## src/pif_pkg.sv

```systemverilog
package pif_pkg;

	// ------------------------------------------------------------
	// register offsets on the internal data bus
	// ------------------------------------------------------------
	localparam logic [15:0] PIF_CT_EN_OFS = 16'hFF22;
	localparam logic [15:0] PIF_SIF_EN_OFS = 16'hFF23;
	localparam logic [15:0] PIF_KEY_EN_OFS = 16'hFF24;
	localparam logic [15:0] PIF_PTL_EN_OFS = 16'hFF25;
	localparam logic [15:0] PIF_CT_FLG_OFS = 16'hFF26;
	localparam logic [15:0] PIF_SIF_FLG_OFS = 16'hFF27;
	localparam logic [15:0] PIF_KEY_FLG_OFS = 16'hFF28;
	localparam logic [15:0] PIF_PTL_FLG_OFS = 16'hFF29;
	localparam logic [15:0] PIF_PTH_EN_OFS = 16'hFF2C;
	localparam logic [15:0] PIF_PTH_FLG_OFS = 16'hFF2E;

	// ------------------------------------------------------------
	// implemented bits and reset values
	// ------------------------------------------------------------
	localparam logic [7:0] PIF_CT_MASK = 8'h7F;
	localparam logic [7:0] PIF_SIF_MASK = 8'h3F;
	localparam logic [7:0] PIF_FULL_MASK = 8'hFF;
	localparam logic [7:0] PIF_RESET_VAL = 8'h00;

	// ------------------------------------------------------------
	// vector table: 2-byte entries inside the common area
	// ------------------------------------------------------------
	localparam logic [15:0] PIF_VEC_BASE = 16'h0010;
	localparam logic [15:0] PIF_COMMON_TOP = 16'h7FFF;
	localparam int PIF_NUM_SRC = 40;

	// one-cycle event pulses from the peripherals
	typedef struct packed {
		logic [7:0] key;
		logic [3:0] ctimer;
		logic [2:0] swatch;
		logic [2:0] sif0;
		logic [2:0] sif1;
		logic [7:0] ptm_match;
		logic [7:0] ptm_uflow;
	} pif_event_type;

	// register port from the cpu core
	typedef struct packed {
		logic [15:0] addr;
		logic [7:0] wdata;
		logic wr;
		logic rd;
	} pif_bus_type;

endpackage : pif_pkg
```

## src/pif_flag_reg.sv

```systemverilog
`timescale 1ns/1ns

// sticky request flags, cleared by writing one
module pif_flag_reg import pif_pkg::*; #(
	parameter logic [7:0] MASK = PIF_FULL_MASK
) (
	input wire logic clk,
	input wire logic rst_n,
	input wire logic [7:0] set,
	input wire logic clr_we,
	input wire logic [7:0] clr_data,
	output logic [7:0] flags
);

	logic [7:0] flags_q;
	logic [7:0] flags_d;
	logic [7:0] clr;

	// -----------------------------------------------------------
	// next value
	// -----------------------------------------------------------
	// a zero written leaves the flag alone; set beats clear
	assign clr = clr_we ? clr_data : 8'h00;
	assign flags_d = ((flags_q & ~clr) | set) & MASK;

	// unassigned bits never leave zero
	always_ff @(posedge clk) begin
		if (!rst_n) begin
			flags_q <= PIF_RESET_VAL;
		end else begin
			flags_q <= flags_d;
		end
	end

	assign flags = flags_q;

endmodule : pif_flag_reg

```

## src/pif_irq_ctrl.sv

```systemverilog
// Contract
// enable bit per match and underflow event, timers 0-3; reset 0
// separate enable register for timers 4-7 match and underflow; reset 0
// eight read/write key interrupt enables, one per key; reset 0
// clock-timer 1/2/8/32 Hz sticky flags; write one clears; zero ignored
// stopwatch 1/10/100 Hz flags in upper bits of clock flag register
// serial error, receive, transmit flags, both interfaces, six low bits
// key flags, bit n for key n, write one clears, reset clears
// timers 0-3 flags: match odd bits, underflow even bits, write one clears
// timers 4-7 flags, same arrangement and clearing as timers 0-3
// unassigned flag bits read zero and ignore writes
// request raised while a flag and its enable are both one
// request returns after exception return if flag still set
// lowering cpu level before clearing flag retakes same interrupt
// vectors are 2 bytes, no bank, handlers in common area
// software must not sleep within 2 ms after a non-maskable interrupt
//
// Strobed register access is this design's own decision.
`timescale 1ns/1ns

module pif_irq_ctrl import pif_pkg::*; #(
	parameter logic [15:0] VEC_BASE = PIF_VEC_BASE
) (
	input wire logic REF_CLK,
	input wire logic RST_N,
	input wire pif_bus_type BUS,
	output logic [7:0] RD_DATA,
	input wire pif_event_type EVENTS,
	output logic IRQ,
	output logic [15:0] IRQ_VEC
);

	// ------------------------------------------------------------
	// address decode
	// ------------------------------------------------------------
	logic wr_ct_en;
	logic wr_sif_en;
	logic wr_key_en;
	logic wr_ptl_en;
	logic wr_pth_en;
	logic wr_ct_flg;
	logic wr_sif_flg;
	logic wr_key_flg;
	logic wr_ptl_flg;
	logic wr_pth_flg;

	// write strobes, one per register
	assign wr_ct_en = BUS.wr && (BUS.addr == PIF_CT_EN_OFS);
	assign wr_sif_en = BUS.wr && (BUS.addr == PIF_SIF_EN_OFS);
	assign wr_key_en = BUS.wr && (BUS.addr == PIF_KEY_EN_OFS);
	assign wr_ptl_en = BUS.wr && (BUS.addr == PIF_PTL_EN_OFS);
	assign wr_pth_en = BUS.wr && (BUS.addr == PIF_PTH_EN_OFS);
	assign wr_ct_flg = BUS.wr && (BUS.addr == PIF_CT_FLG_OFS);
	assign wr_sif_flg = BUS.wr && (BUS.addr == PIF_SIF_FLG_OFS);
	assign wr_key_flg = BUS.wr && (BUS.addr == PIF_KEY_FLG_OFS);
	assign wr_ptl_flg = BUS.wr && (BUS.addr == PIF_PTL_FLG_OFS);
	assign wr_pth_flg = BUS.wr && (BUS.addr == PIF_PTH_FLG_OFS);

	// ------------------------------------------------------------
	// enable registers
	// ------------------------------------------------------------
	logic [7:0] ct_en_q;
	logic [7:0] sif_en_q;
	logic [7:0] key_en_q;
	logic [7:0] ptl_en_q;
	logic [7:0] pth_en_q;

	// plain read/write bits; spare positions are masked off
	always_ff @(posedge REF_CLK) begin
		if (!RST_N) begin
			ct_en_q <= PIF_RESET_VAL;
			sif_en_q <= PIF_RESET_VAL;
			key_en_q <= PIF_RESET_VAL;
			ptl_en_q <= PIF_RESET_VAL;
			pth_en_q <= PIF_RESET_VAL;
		end else begin
			if (wr_ct_en) ct_en_q <= BUS.wdata & PIF_CT_MASK;
			if (wr_sif_en) sif_en_q <= BUS.wdata & PIF_SIF_MASK;
			if (wr_key_en) key_en_q <= BUS.wdata;
			if (wr_ptl_en) ptl_en_q <= BUS.wdata;
			if (wr_pth_en) pth_en_q <= BUS.wdata;
		end
	end

	// ------------------------------------------------------------
	// event to bit mapping
	// ------------------------------------------------------------
	// underflow on even bit, compare match on the odd bit above it
	function automatic logic [7:0] pair_bits(input logic [3:0] m, input logic [3:0] u);
		logic [7:0] r;
		r = 8'h00;
		for (int k = 0; k < 4; k++) begin
			r[2 * k] = u[k];
			r[2 * k + 1] = m[k];
		end
		return r;
	endfunction : pair_bits

	logic [7:0] ct_set;
	logic [7:0] sif_set;
	logic [7:0] ptl_set;
	logic [7:0] pth_set;

	// stopwatch above clock timer; interface 1 above interface 0
	assign ct_set = {1'b0, EVENTS.swatch, EVENTS.ctimer};
	assign sif_set = {2'b00, EVENTS.sif1, EVENTS.sif0};
	assign ptl_set = pair_bits(EVENTS.ptm_match[3:0], EVENTS.ptm_uflow[3:0]);
	assign pth_set = pair_bits(EVENTS.ptm_match[7:4], EVENTS.ptm_uflow[7:4]);

	// ------------------------------------------------------------
	// sticky flag registers
	// ------------------------------------------------------------
	logic [7:0] ct_flg;
	logic [7:0] sif_flg;
	logic [7:0] key_flg;
	logic [7:0] ptl_flg;
	logic [7:0] pth_flg;

	// clock timer and stopwatch, bit 7 unused
	pif_flag_reg #(.MASK(PIF_CT_MASK)) u_ct_flg (
		.clk(REF_CLK),
		.rst_n(RST_N),
		.set(ct_set),
		.clr_we(wr_ct_flg),
		.clr_data(BUS.wdata),
		.flags(ct_flg)
	);

	// two serial interfaces, bits 7:6 unused
	pif_flag_reg #(.MASK(PIF_SIF_MASK)) u_sif_flg (
		.clk(REF_CLK),
		.rst_n(RST_N),
		.set(sif_set),
		.clr_we(wr_sif_flg),
		.clr_data(BUS.wdata),
		.flags(sif_flg)
	);

	// key inputs, bit n for key n
	pif_flag_reg #(.MASK(PIF_FULL_MASK)) u_key_flg (
		.clk(REF_CLK),
		.rst_n(RST_N),
		.set(EVENTS.key),
		.clr_we(wr_key_flg),
		.clr_data(BUS.wdata),
		.flags(key_flg)
	);

	// programmable timers 0 to 3
	pif_flag_reg #(.MASK(PIF_FULL_MASK)) u_ptl_flg (
		.clk(REF_CLK),
		.rst_n(RST_N),
		.set(ptl_set),
		.clr_we(wr_ptl_flg),
		.clr_data(BUS.wdata),
		.flags(ptl_flg)
	);

	// programmable timers 4 to 7
	pif_flag_reg #(.MASK(PIF_FULL_MASK)) u_pth_flg (
		.clk(REF_CLK),
		.rst_n(RST_N),
		.set(pth_set),
		.clr_we(wr_pth_flg),
		.clr_data(BUS.wdata),
		.flags(pth_flg)
	);

	// ------------------------------------------------------------
	// request and vector
	// ------------------------------------------------------------
	logic [PIF_NUM_SRC-1:0] pending;
	logic [5:0] src_idx;
	logic [15:0] vec_d;
	logic [15:0] vec_q;

	// a request is a level: it stays while the flag stays, so an
	// early return or a lowered cpu level simply takes it again
	assign pending = {pth_flg & pth_en_q, ptl_flg & ptl_en_q, key_flg & key_en_q,
		sif_flg & sif_en_q, ct_flg & ct_en_q};
	assign IRQ = |pending;

	// lowest pending source wins; the real level scheme sits in the cpu
	function automatic logic [5:0] first_src(input logic [PIF_NUM_SRC-1:0] p);
		logic [5:0] r;
		r = 6'h00;
		for (int i = PIF_NUM_SRC - 1; i >= 0; i--) begin
			if (p[i]) r = 6'(i);
		end
		return r;
	endfunction : first_src

	assign src_idx = first_src(pending);
	// two bytes per entry, no bank part in the address
	assign vec_d = VEC_BASE + {9'h000, src_idx, 1'b0};

	// vector lags the request by one cycle
	always_ff @(posedge REF_CLK) begin
		if (!RST_N) begin
			vec_q <= VEC_BASE;
		end else begin
			vec_q <= vec_d;
		end
	end

	assign IRQ_VEC = vec_q;

	// ------------------------------------------------------------
	// read path
	// ------------------------------------------------------------
	logic [7:0] rd_mux;
	logic [7:0] rdata_q;

	// unmapped addresses read zero
	assign rd_mux = (BUS.addr == PIF_CT_EN_OFS) ? ct_en_q :
		(BUS.addr == PIF_SIF_EN_OFS) ? sif_en_q :
		(BUS.addr == PIF_KEY_EN_OFS) ? key_en_q :
		(BUS.addr == PIF_PTL_EN_OFS) ? ptl_en_q :
		(BUS.addr == PIF_PTH_EN_OFS) ? pth_en_q :
		(BUS.addr == PIF_CT_FLG_OFS) ? ct_flg :
		(BUS.addr == PIF_SIF_FLG_OFS) ? sif_flg :
		(BUS.addr == PIF_KEY_FLG_OFS) ? key_flg :
		(BUS.addr == PIF_PTL_FLG_OFS) ? ptl_flg :
		(BUS.addr == PIF_PTH_FLG_OFS) ? pth_flg : 8'h00;

	// data stands only in the cycle after the read strobe
	always_ff @(posedge REF_CLK) begin
		if (!RST_N) begin
			rdata_q <= PIF_RESET_VAL;
		end else begin
			rdata_q <= BUS.rd ? rd_mux : 8'h00;
		end
	end

	assign RD_DATA = rdata_q;
endmodule : pif_irq_ctrl

```

## config.mk

```make
export PLATFORM = sky130hd
export DESIGN_NAME = pif_irq_ctrl
export DESIGN_NICKNAME = d
export VERILOG_FILES = /design/src/pif_pkg.sv /design/src/pif_flag_reg.sv /design/src/pif_irq_ctrl.sv
export SDC_FILE = /design/constraint.sdc
export NUM_CORES = 1
export LEC_CHECK = 0
export ABC_AREA = 0
export BUFFER_PORTS_ARGS = -buffer_cell sky130_fd_sc_hd__buf_2
export CAP_MARGIN = 20
export CORE_MARGIN = 4
export CORE_UTILIZATION = 52
export DETAILED_ROUTE_END_ITERATION = 6
export PLACE_DENSITY = 0.8
export SKIP_LAST_GASP = 1
export SLEW_MARGIN = 20
export SYNTH_ARGS = -nofsm -noshare
export SYNTH_HDL_FRONTEND = slang
export SYNTH_HIERARCHICAL = 1
export SYNTH_SLANG_ARGS = --single-unit
```

## constraint.sdc

```tcl
create_clock -name REF_CLK -period 4.4 [get_ports REF_CLK]
set_input_delay 0.44 -clock REF_CLK [delete_from_list [all_inputs] [get_ports REF_CLK]]
set_output_delay 0.44 -clock REF_CLK [all_outputs]
set_load 0.03 [all_outputs]
```

==> results of run 1 <==
[cells by family (layout without fill, tap and decap cells)]
logic type	after synthesis	after routing	synth area share, %
xor+xnor	1	1	0.179
fa+ha+maj	1	1	0.256
buf+inv	90	148	8.50
compound gates	206	206	28.0
other cells	3	13	0.230
mux	27	27	5.66
simple gates	178	178	20.8
flops	89	89	36.5
[sequential cells by signal, summed over array words and instances (netlist names)]
register / flops
u_ct_flg/flags: 7
IRQ_VEC: 7
u_ptl_flg/flags: 8
RD_DATA: 8
pth_en_q: 8
u_pth_flg/flags: 8
sif_en_q: 6
u_key_flg/flags: 8
u_sif_flg/flags: 6
key_en_q: 8
ptl_en_q: 8
ct_en_q: 7
[area by class of cell]
class,count,area [um2]
Tap cell,111,139
Fill cell,859,3730
Timing Repair Buffer,83,423
Inverter,49,184
Multi-Input combinational cell,426,2740
Clock inverter,6,65.1
Clock buffer,10,138
Sequential cell,89,1780
[metal layers]
metal	vias up	part of all wire (%)
met1	2337	42
met5	-	0
met2	259	46
li1	2326	-
met4	0	2.3
met3	30	9.1
[stage by stage]
stage,area [um2],hold WS [ns]
floorplan,4920,0.444
detailed placement,5260,0.485
finish,5470,0.330
CTS,5460,0.323
global route,5470,0.330
global placement,5260,0.470
[synth_stat cells, types with 3 or more instances]
library cell / instances / share of area (%)
conb_1: 3 / 0.23
and2_1: 3 / 0.38
nor2b_1: 16 / 2.0
a21oi_1: 21 / 2.2
dfxtp_1: 89 / 36
a32o_1: 5 / 1.0
o2111ai_1: 3 / 0.54
nor4_1: 12 / 1.5
nor2_1: 7 / 0.54
a21boi_1: 21 / 3.2
inv_1: 49 / 3.8
clkbuf_2: 3 / 0.31
mux2_2: 5 / 1.2
mux2i_1: 22 / 4.5
o21ai_1: 6 / 0.61
o221ai_1: 5 / 0.90
nand2b_1: 10 / 1.3
o21ai_0: 42 / 4.3
a22oi_1: 21 / 3.2
buf_4: 13 / 2.0
nand2_1: 57 / 4.4
a31oi_1: 43 / 5.5
nand4bb_1: 3 / 0.69
a22o_1: 4 / 0.72
a21boi_0: 3 / 0.46
buf_2: 8 / 0.82
a32oi_1: 5 / 0.90
and3_1: 3 / 0.38
o22ai_1: 7 / 0.90
nand4_1: 12 / 1.5
nand3_1: 31 / 3.2
a311oi_1: 7 / 1.3
nor3_1: 4 / 0.41
a211oi_1: 3 / 0.46
clkbuf_1: 14 / 1.1
[critical path, cell delays in order, from the launching register on]
cell and delay, ns:
dfxtp_1 0.37, a22oi_1 0.41, nand4_1 0.22, nor4_1 0.47, or4b_1 0.51, buf_2 0.20
[worst max path at each step]
stage | start | to | slack [ns]
after floorplan | u_ptl_flg/flags[0] | IRQ | 2.26
after global placement | BUS[17] | RD_DATA[7] | 1.61
final | u_sif_flg/flags[3] | IRQ | 1.40
after detailed placement | BUS[16] | u_ct_flg/flags[5] | 1.56
after CTS | u_ct_flg/flags[6] | IRQ | 1.46
after global routing | u_sif_flg/flags[3] | IRQ | 1.34
[cell usage in the layout, fill, tap and decap left out, drive strengths merged, types with 22 or more instances in the layout]
master	Yosys	routed
nand3	32	32
inv	49	51
buf	24	83
a31oi	43	43
mux2i	22	22
a21boi	24	24
o21ai	48	48
nand2	57	57
dfxtp	89	89
[power breakdown]
part / switching (mW) / total (mW) / internal, mW
Combinational: 0.0993 / 0.157 / 0.0579
Clock: 0.306 / 0.587 / 0.280
Sequential: 0.0336 / 0.863 / 0.830
==> impl_metrics.toml, run 1 <==
[status]
status = "completed"

[global_route]
met2_usage_pct = 47.6
grt_usage_pct = 29.7
gr-usage-met1_pct = 40.6
grt_max_degree = 81
use_met3_pct = 5.50
grt_pass1_vias = 4601
antenna_found_initial = 0
grt_overflow_total = 0
top_usage_layer = "met2"
grt_pass1_wl_um = 25500

[synthesis]
ys_async_sr_fraction_pct = 0
synth_edf_count = 0
yosys_warnings = 6
synth.yosys.seq_area_share_pct = 36.5
avgSynthCellArea_um2 = 8.21
synth_area_um2 = 4890
synth-seq-cells = 89
postSynthCellCount = 595
ys_types = 63
ys.flop_type = "dfxtp_1"

[drt]
vias_per_cell = 6.40
drtIter0Drc = 464
vias = 4952
wirelength_um = 16500
wl_per_cell_um = 21.3
remaining_drc_errors = 0
first_pass_iters = 5
ant_nets = 0

[sta]
skew_ns = 0.0104
finalCriticalPeriod_ns = 3.00
fin_ws_ns = 1.40
drv_slew = 0
tns_ns = 0
fmax_mhz = 334
setup_viol = 0
fin_crit_sh_pct = 68.1
hold_viol = 0
maxSlewHeadroom_pct = 34.1
rsz0062_at_grt = "no"
worst_slew_pin_slew_ns = 0.981

[final_layout]
utilization_pct = 59.5
final_cells = 774
drive_above_1_share_pct = 17.8
nNetsFinal = 724
area_growth_pct = 11.9
antenna-diode-count = 0

[worst_setup_path]
rrSetupSlack_ns = 2.29
path_class = "reg -> out"
crit_fanout = 4
cp-start-kind = "flop"
required_ns = 3.96
worstPathArrival_ns = 2.56
endpoint_kind = "primary output"
reg2regPathDepth = 6
timing.rr.start = "u_sif_flg/flags[3]"
r2r_end = "IRQ_VEC[6]"

[clocking]
root_buffer = "clkbuf_8"
insertion_delay_ns = 0.36
cts.clk_slew.worst_paths_ns = 0.10
cts.sinks = 89
post_cts_buffers = 0
h-tree-depth = 3
clock_path_buffers = 2
cts-resized-gates = 0
cts_made_buffers = 9
cts_tree = "built"
postCtsHoldBufs = 0

[floorplanning]
start_util_pct = 53.1
core_area_um2 = 9200
std_cell_rows = 35
die_w_um = 105
die_y_um = 105
ios = 90
die-area_um2 = 11000

[placement]
place_inst = 758
hpwl_um = 12300
dp_slack_ns = 1.56
port_buffers = 80
gp_congestion = 0.948

[power_and_ir_drop]
peakVddDrop_v = 0.000183
power.total_mw = 1.61
p_per_area_nw_per_um2 = 294
leakagePower_nw = 2.23

[hold_path]
min_from = "EVENTS[5]"
hold_class = "in -> reg"
min_to = "u_pth_flg/flags[2]"
holdPathStages = 3

[run]
maxCapViolations = 0
Power figures use the tool's default switching activity.
==> inputs of run 2 (changes only) <==
--- a/config.mk
+++ b/config.mk
@@ -9,9 +9,9 @@
 export BUFFER_PORTS_ARGS = -buffer_cell sky130_fd_sc_hd__buf_2
 export CAP_MARGIN = 20
 export CORE_MARGIN = 4
-export CORE_UTILIZATION = 52
+export CORE_UTILIZATION = 51
 export DETAILED_ROUTE_END_ITERATION = 6
-export PLACE_DENSITY = 0.8
+export PLACE_DENSITY = 0.82
 export SKIP_LAST_GASP = 1
 export SLEW_MARGIN = 20
 export SYNTH_ARGS = -nofsm -noshare
==> constraint.sdc (replaced) <==
create_clock -name REF_CLK -period 2.55 [get_ports REF_CLK]
set_input_delay 0.255 -clock REF_CLK [delete_from_list [all_inputs] [get_ports REF_CLK]]
set_output_delay 0.255 -clock REF_CLK [all_outputs]
set_load 0.03 [all_outputs]
==> run 2 against run 1 <==
  * Worst setup slack lost 1.4 ns
  * Final cell count is 4.3% higher
  * Worst hold slack worse by 0.19 ns
  * Clock-buffer cell count fell by 1
  * Cell area grew 3.0%
  * Highest routed layer unchanged
  * Clock skew is 0.00055 ns lower
  * Largest power group unchanged
  * The run now ends with setup timing left
==> impl_metrics.toml, run 2 (synthesized netlist as in run 1, its figures left out) <==
[placement]
dp_slack_ns = 0.257
hpwl_um = 12500
port_buffers = 80
place_area_um2 = 5380
gp_congestion = 0.990

[global_route]
grt_overflow_total = 0
grt_pass1_wl_um = 25900
antenna_found_initial = 0
grt_max_degree = 81
grt_usage_pct = 29.5
grt_pass1_vias = 4824

[power_and_ir_drop]
peakVddDrop_v = 0.000260
p_per_area_nw_per_um2 = 514
leakagePower_nw = 2.31

[drt]
first_pass_iters = 6
wirelength_um = 16900
vias_per_cell = 6.37
remaining_drc_errors = 0
vias = 5142
ant_nets = 0
wl_per_cell_um = 21.0
drtIter0Drc = 461

[clocking]
cts.sinks = 89
postCtsHoldBufs = 0
insertion_delay_ns = 0.37
cts_tree = "built"
root_buffer = "clkbuf_8"
clock_path_buffers = 2
cts_made_buffers = 9
h-tree-depth = 3
cts.clk_slew.worst_paths_ns = 0.10

[final_layout]
drive_above_1_share_pct = 19.9
layout_commonest_cell = "dfxtp_1"
layout_common_cells = "89 x dfxtp_1, 80 x buf_2, 57 x nand2_1, 49 x inv_1, 43 x a31oi_1"
antenna-diode-count = 0
fin_area_um2 = 5630
n_fill_cell = 868
area_growth_pct = 15.3
nNetsFinal = 739

[worst_setup_path]
cp_slowest_cell = "or4b_1"
endpoint_kind = "primary output"
crit_fanout = 4
cp-start-kind = "flop"
worstPathArrival_ns = 2.30
max_stage_delay_ns = 0.45
crit_family = "simple AND/OR/NAND/NOR gates"
required_ns = 2.30
path_class = "reg -> out"
cp_cell_sequence = "a222oi_1 > buf_4 > nand4_1 > nor4_2 > or4b_1 > buf_2"
path_buf_inv = 2

[sta]
setup_viol = 1
rsz0062_at_grt = "yes"
finalCriticalPeriod_ns = 2.55
drv_slew = 0
hold_slack_ns = 0.142
maxSlewHeadroom_pct = 54.4
hold_viol = 0
skew_ns = 0.00989
fin_ws_ns = -0.00484
fin_crit_sh_pct = 100
tns_ns = -0.00484
fmax_mhz = 391
worst_slew_pin_slew_ns = 0.683

[floorplanning]
die_w_um = 106
std_cell_rows = 35
ios = 90
die_y_um = 106
core_area_um2 = 9280
die-area_um2 = 11200
start_util_pct = 52.6

[hold_path]
hold_class = "in -> reg"

[run]
maxCapViolations = 0

[status]
status = "finished, violations left"
violations = "setup timing"
[run 2: worst min-delay path, delay by kind of cell]
family                 cells  cell delay (ns)
buffers and inverters      2             0.14
AO/OA/AOI/OAI              1             0.07
[run 2: per-layer routing]
metal	wire, um	vias up	track usage (%)
li1	-	2348	-
met4	682	0	14.4
met5	0	-	0
met1	6710	2399	38.0
met3	1910	49	6.92
met2	7640	346	46.5
[run 2: layout make-up]
class,count,area (um2),share of cell area [%]
clock buffers,9,124,2.20
clock inverters,7,98.8,1.75
inverters,49,184,3.26
multi-input cells,426,2750,48.8
flip-flops and latches,89,1780,31.6
well taps,129,161,2.86
repair buffers,98,536,9.50
[run 2: worst paths after layout]
kind	end	slack [ns]	from	depth (start not counted)
worst min register to register	ct_en_q[6]	0.50	ct_en_q[6]	2
worst max register to register	IRQ_VEC[6]	0.68	u_ct_flg/flags[6]	7
worst max-delay path	IRQ	-0.005	u_ct_flg/flags[6]	6
worst min-delay path	u_ptl_flg/flags[1]	0.14	EVENTS[8]	3
[run 2: metrics by stage]
step                power (mW)  cells  util [%]
global placement          1.78    790      58.0
floorplan                 1.66    605         -
detailed placement        1.79    790      58.0
finish                    2.90    807      60.7
global route              2.98    807      60.7
CTS                       2.89    807      60.7
[run 2: power breakdown]
part | leakage [nW] | internal, mW | switching (mW)
Clock | 0.111 | 0.561 | 0.565
Combinational | 1.47 | 0.104 | 0.175
Sequential | 0.729 | 1.43 | 0.0608
Total | 2.31 | 2.10 | 0.801
[run 2: what timing repair did]
action / 4_1_cts / 5_1_grt
resized for setup: 4 / 0
pin swaps: 2 / 0
setup buffers: 1 / 0
endpoints found under the setup margin: 1 / 1
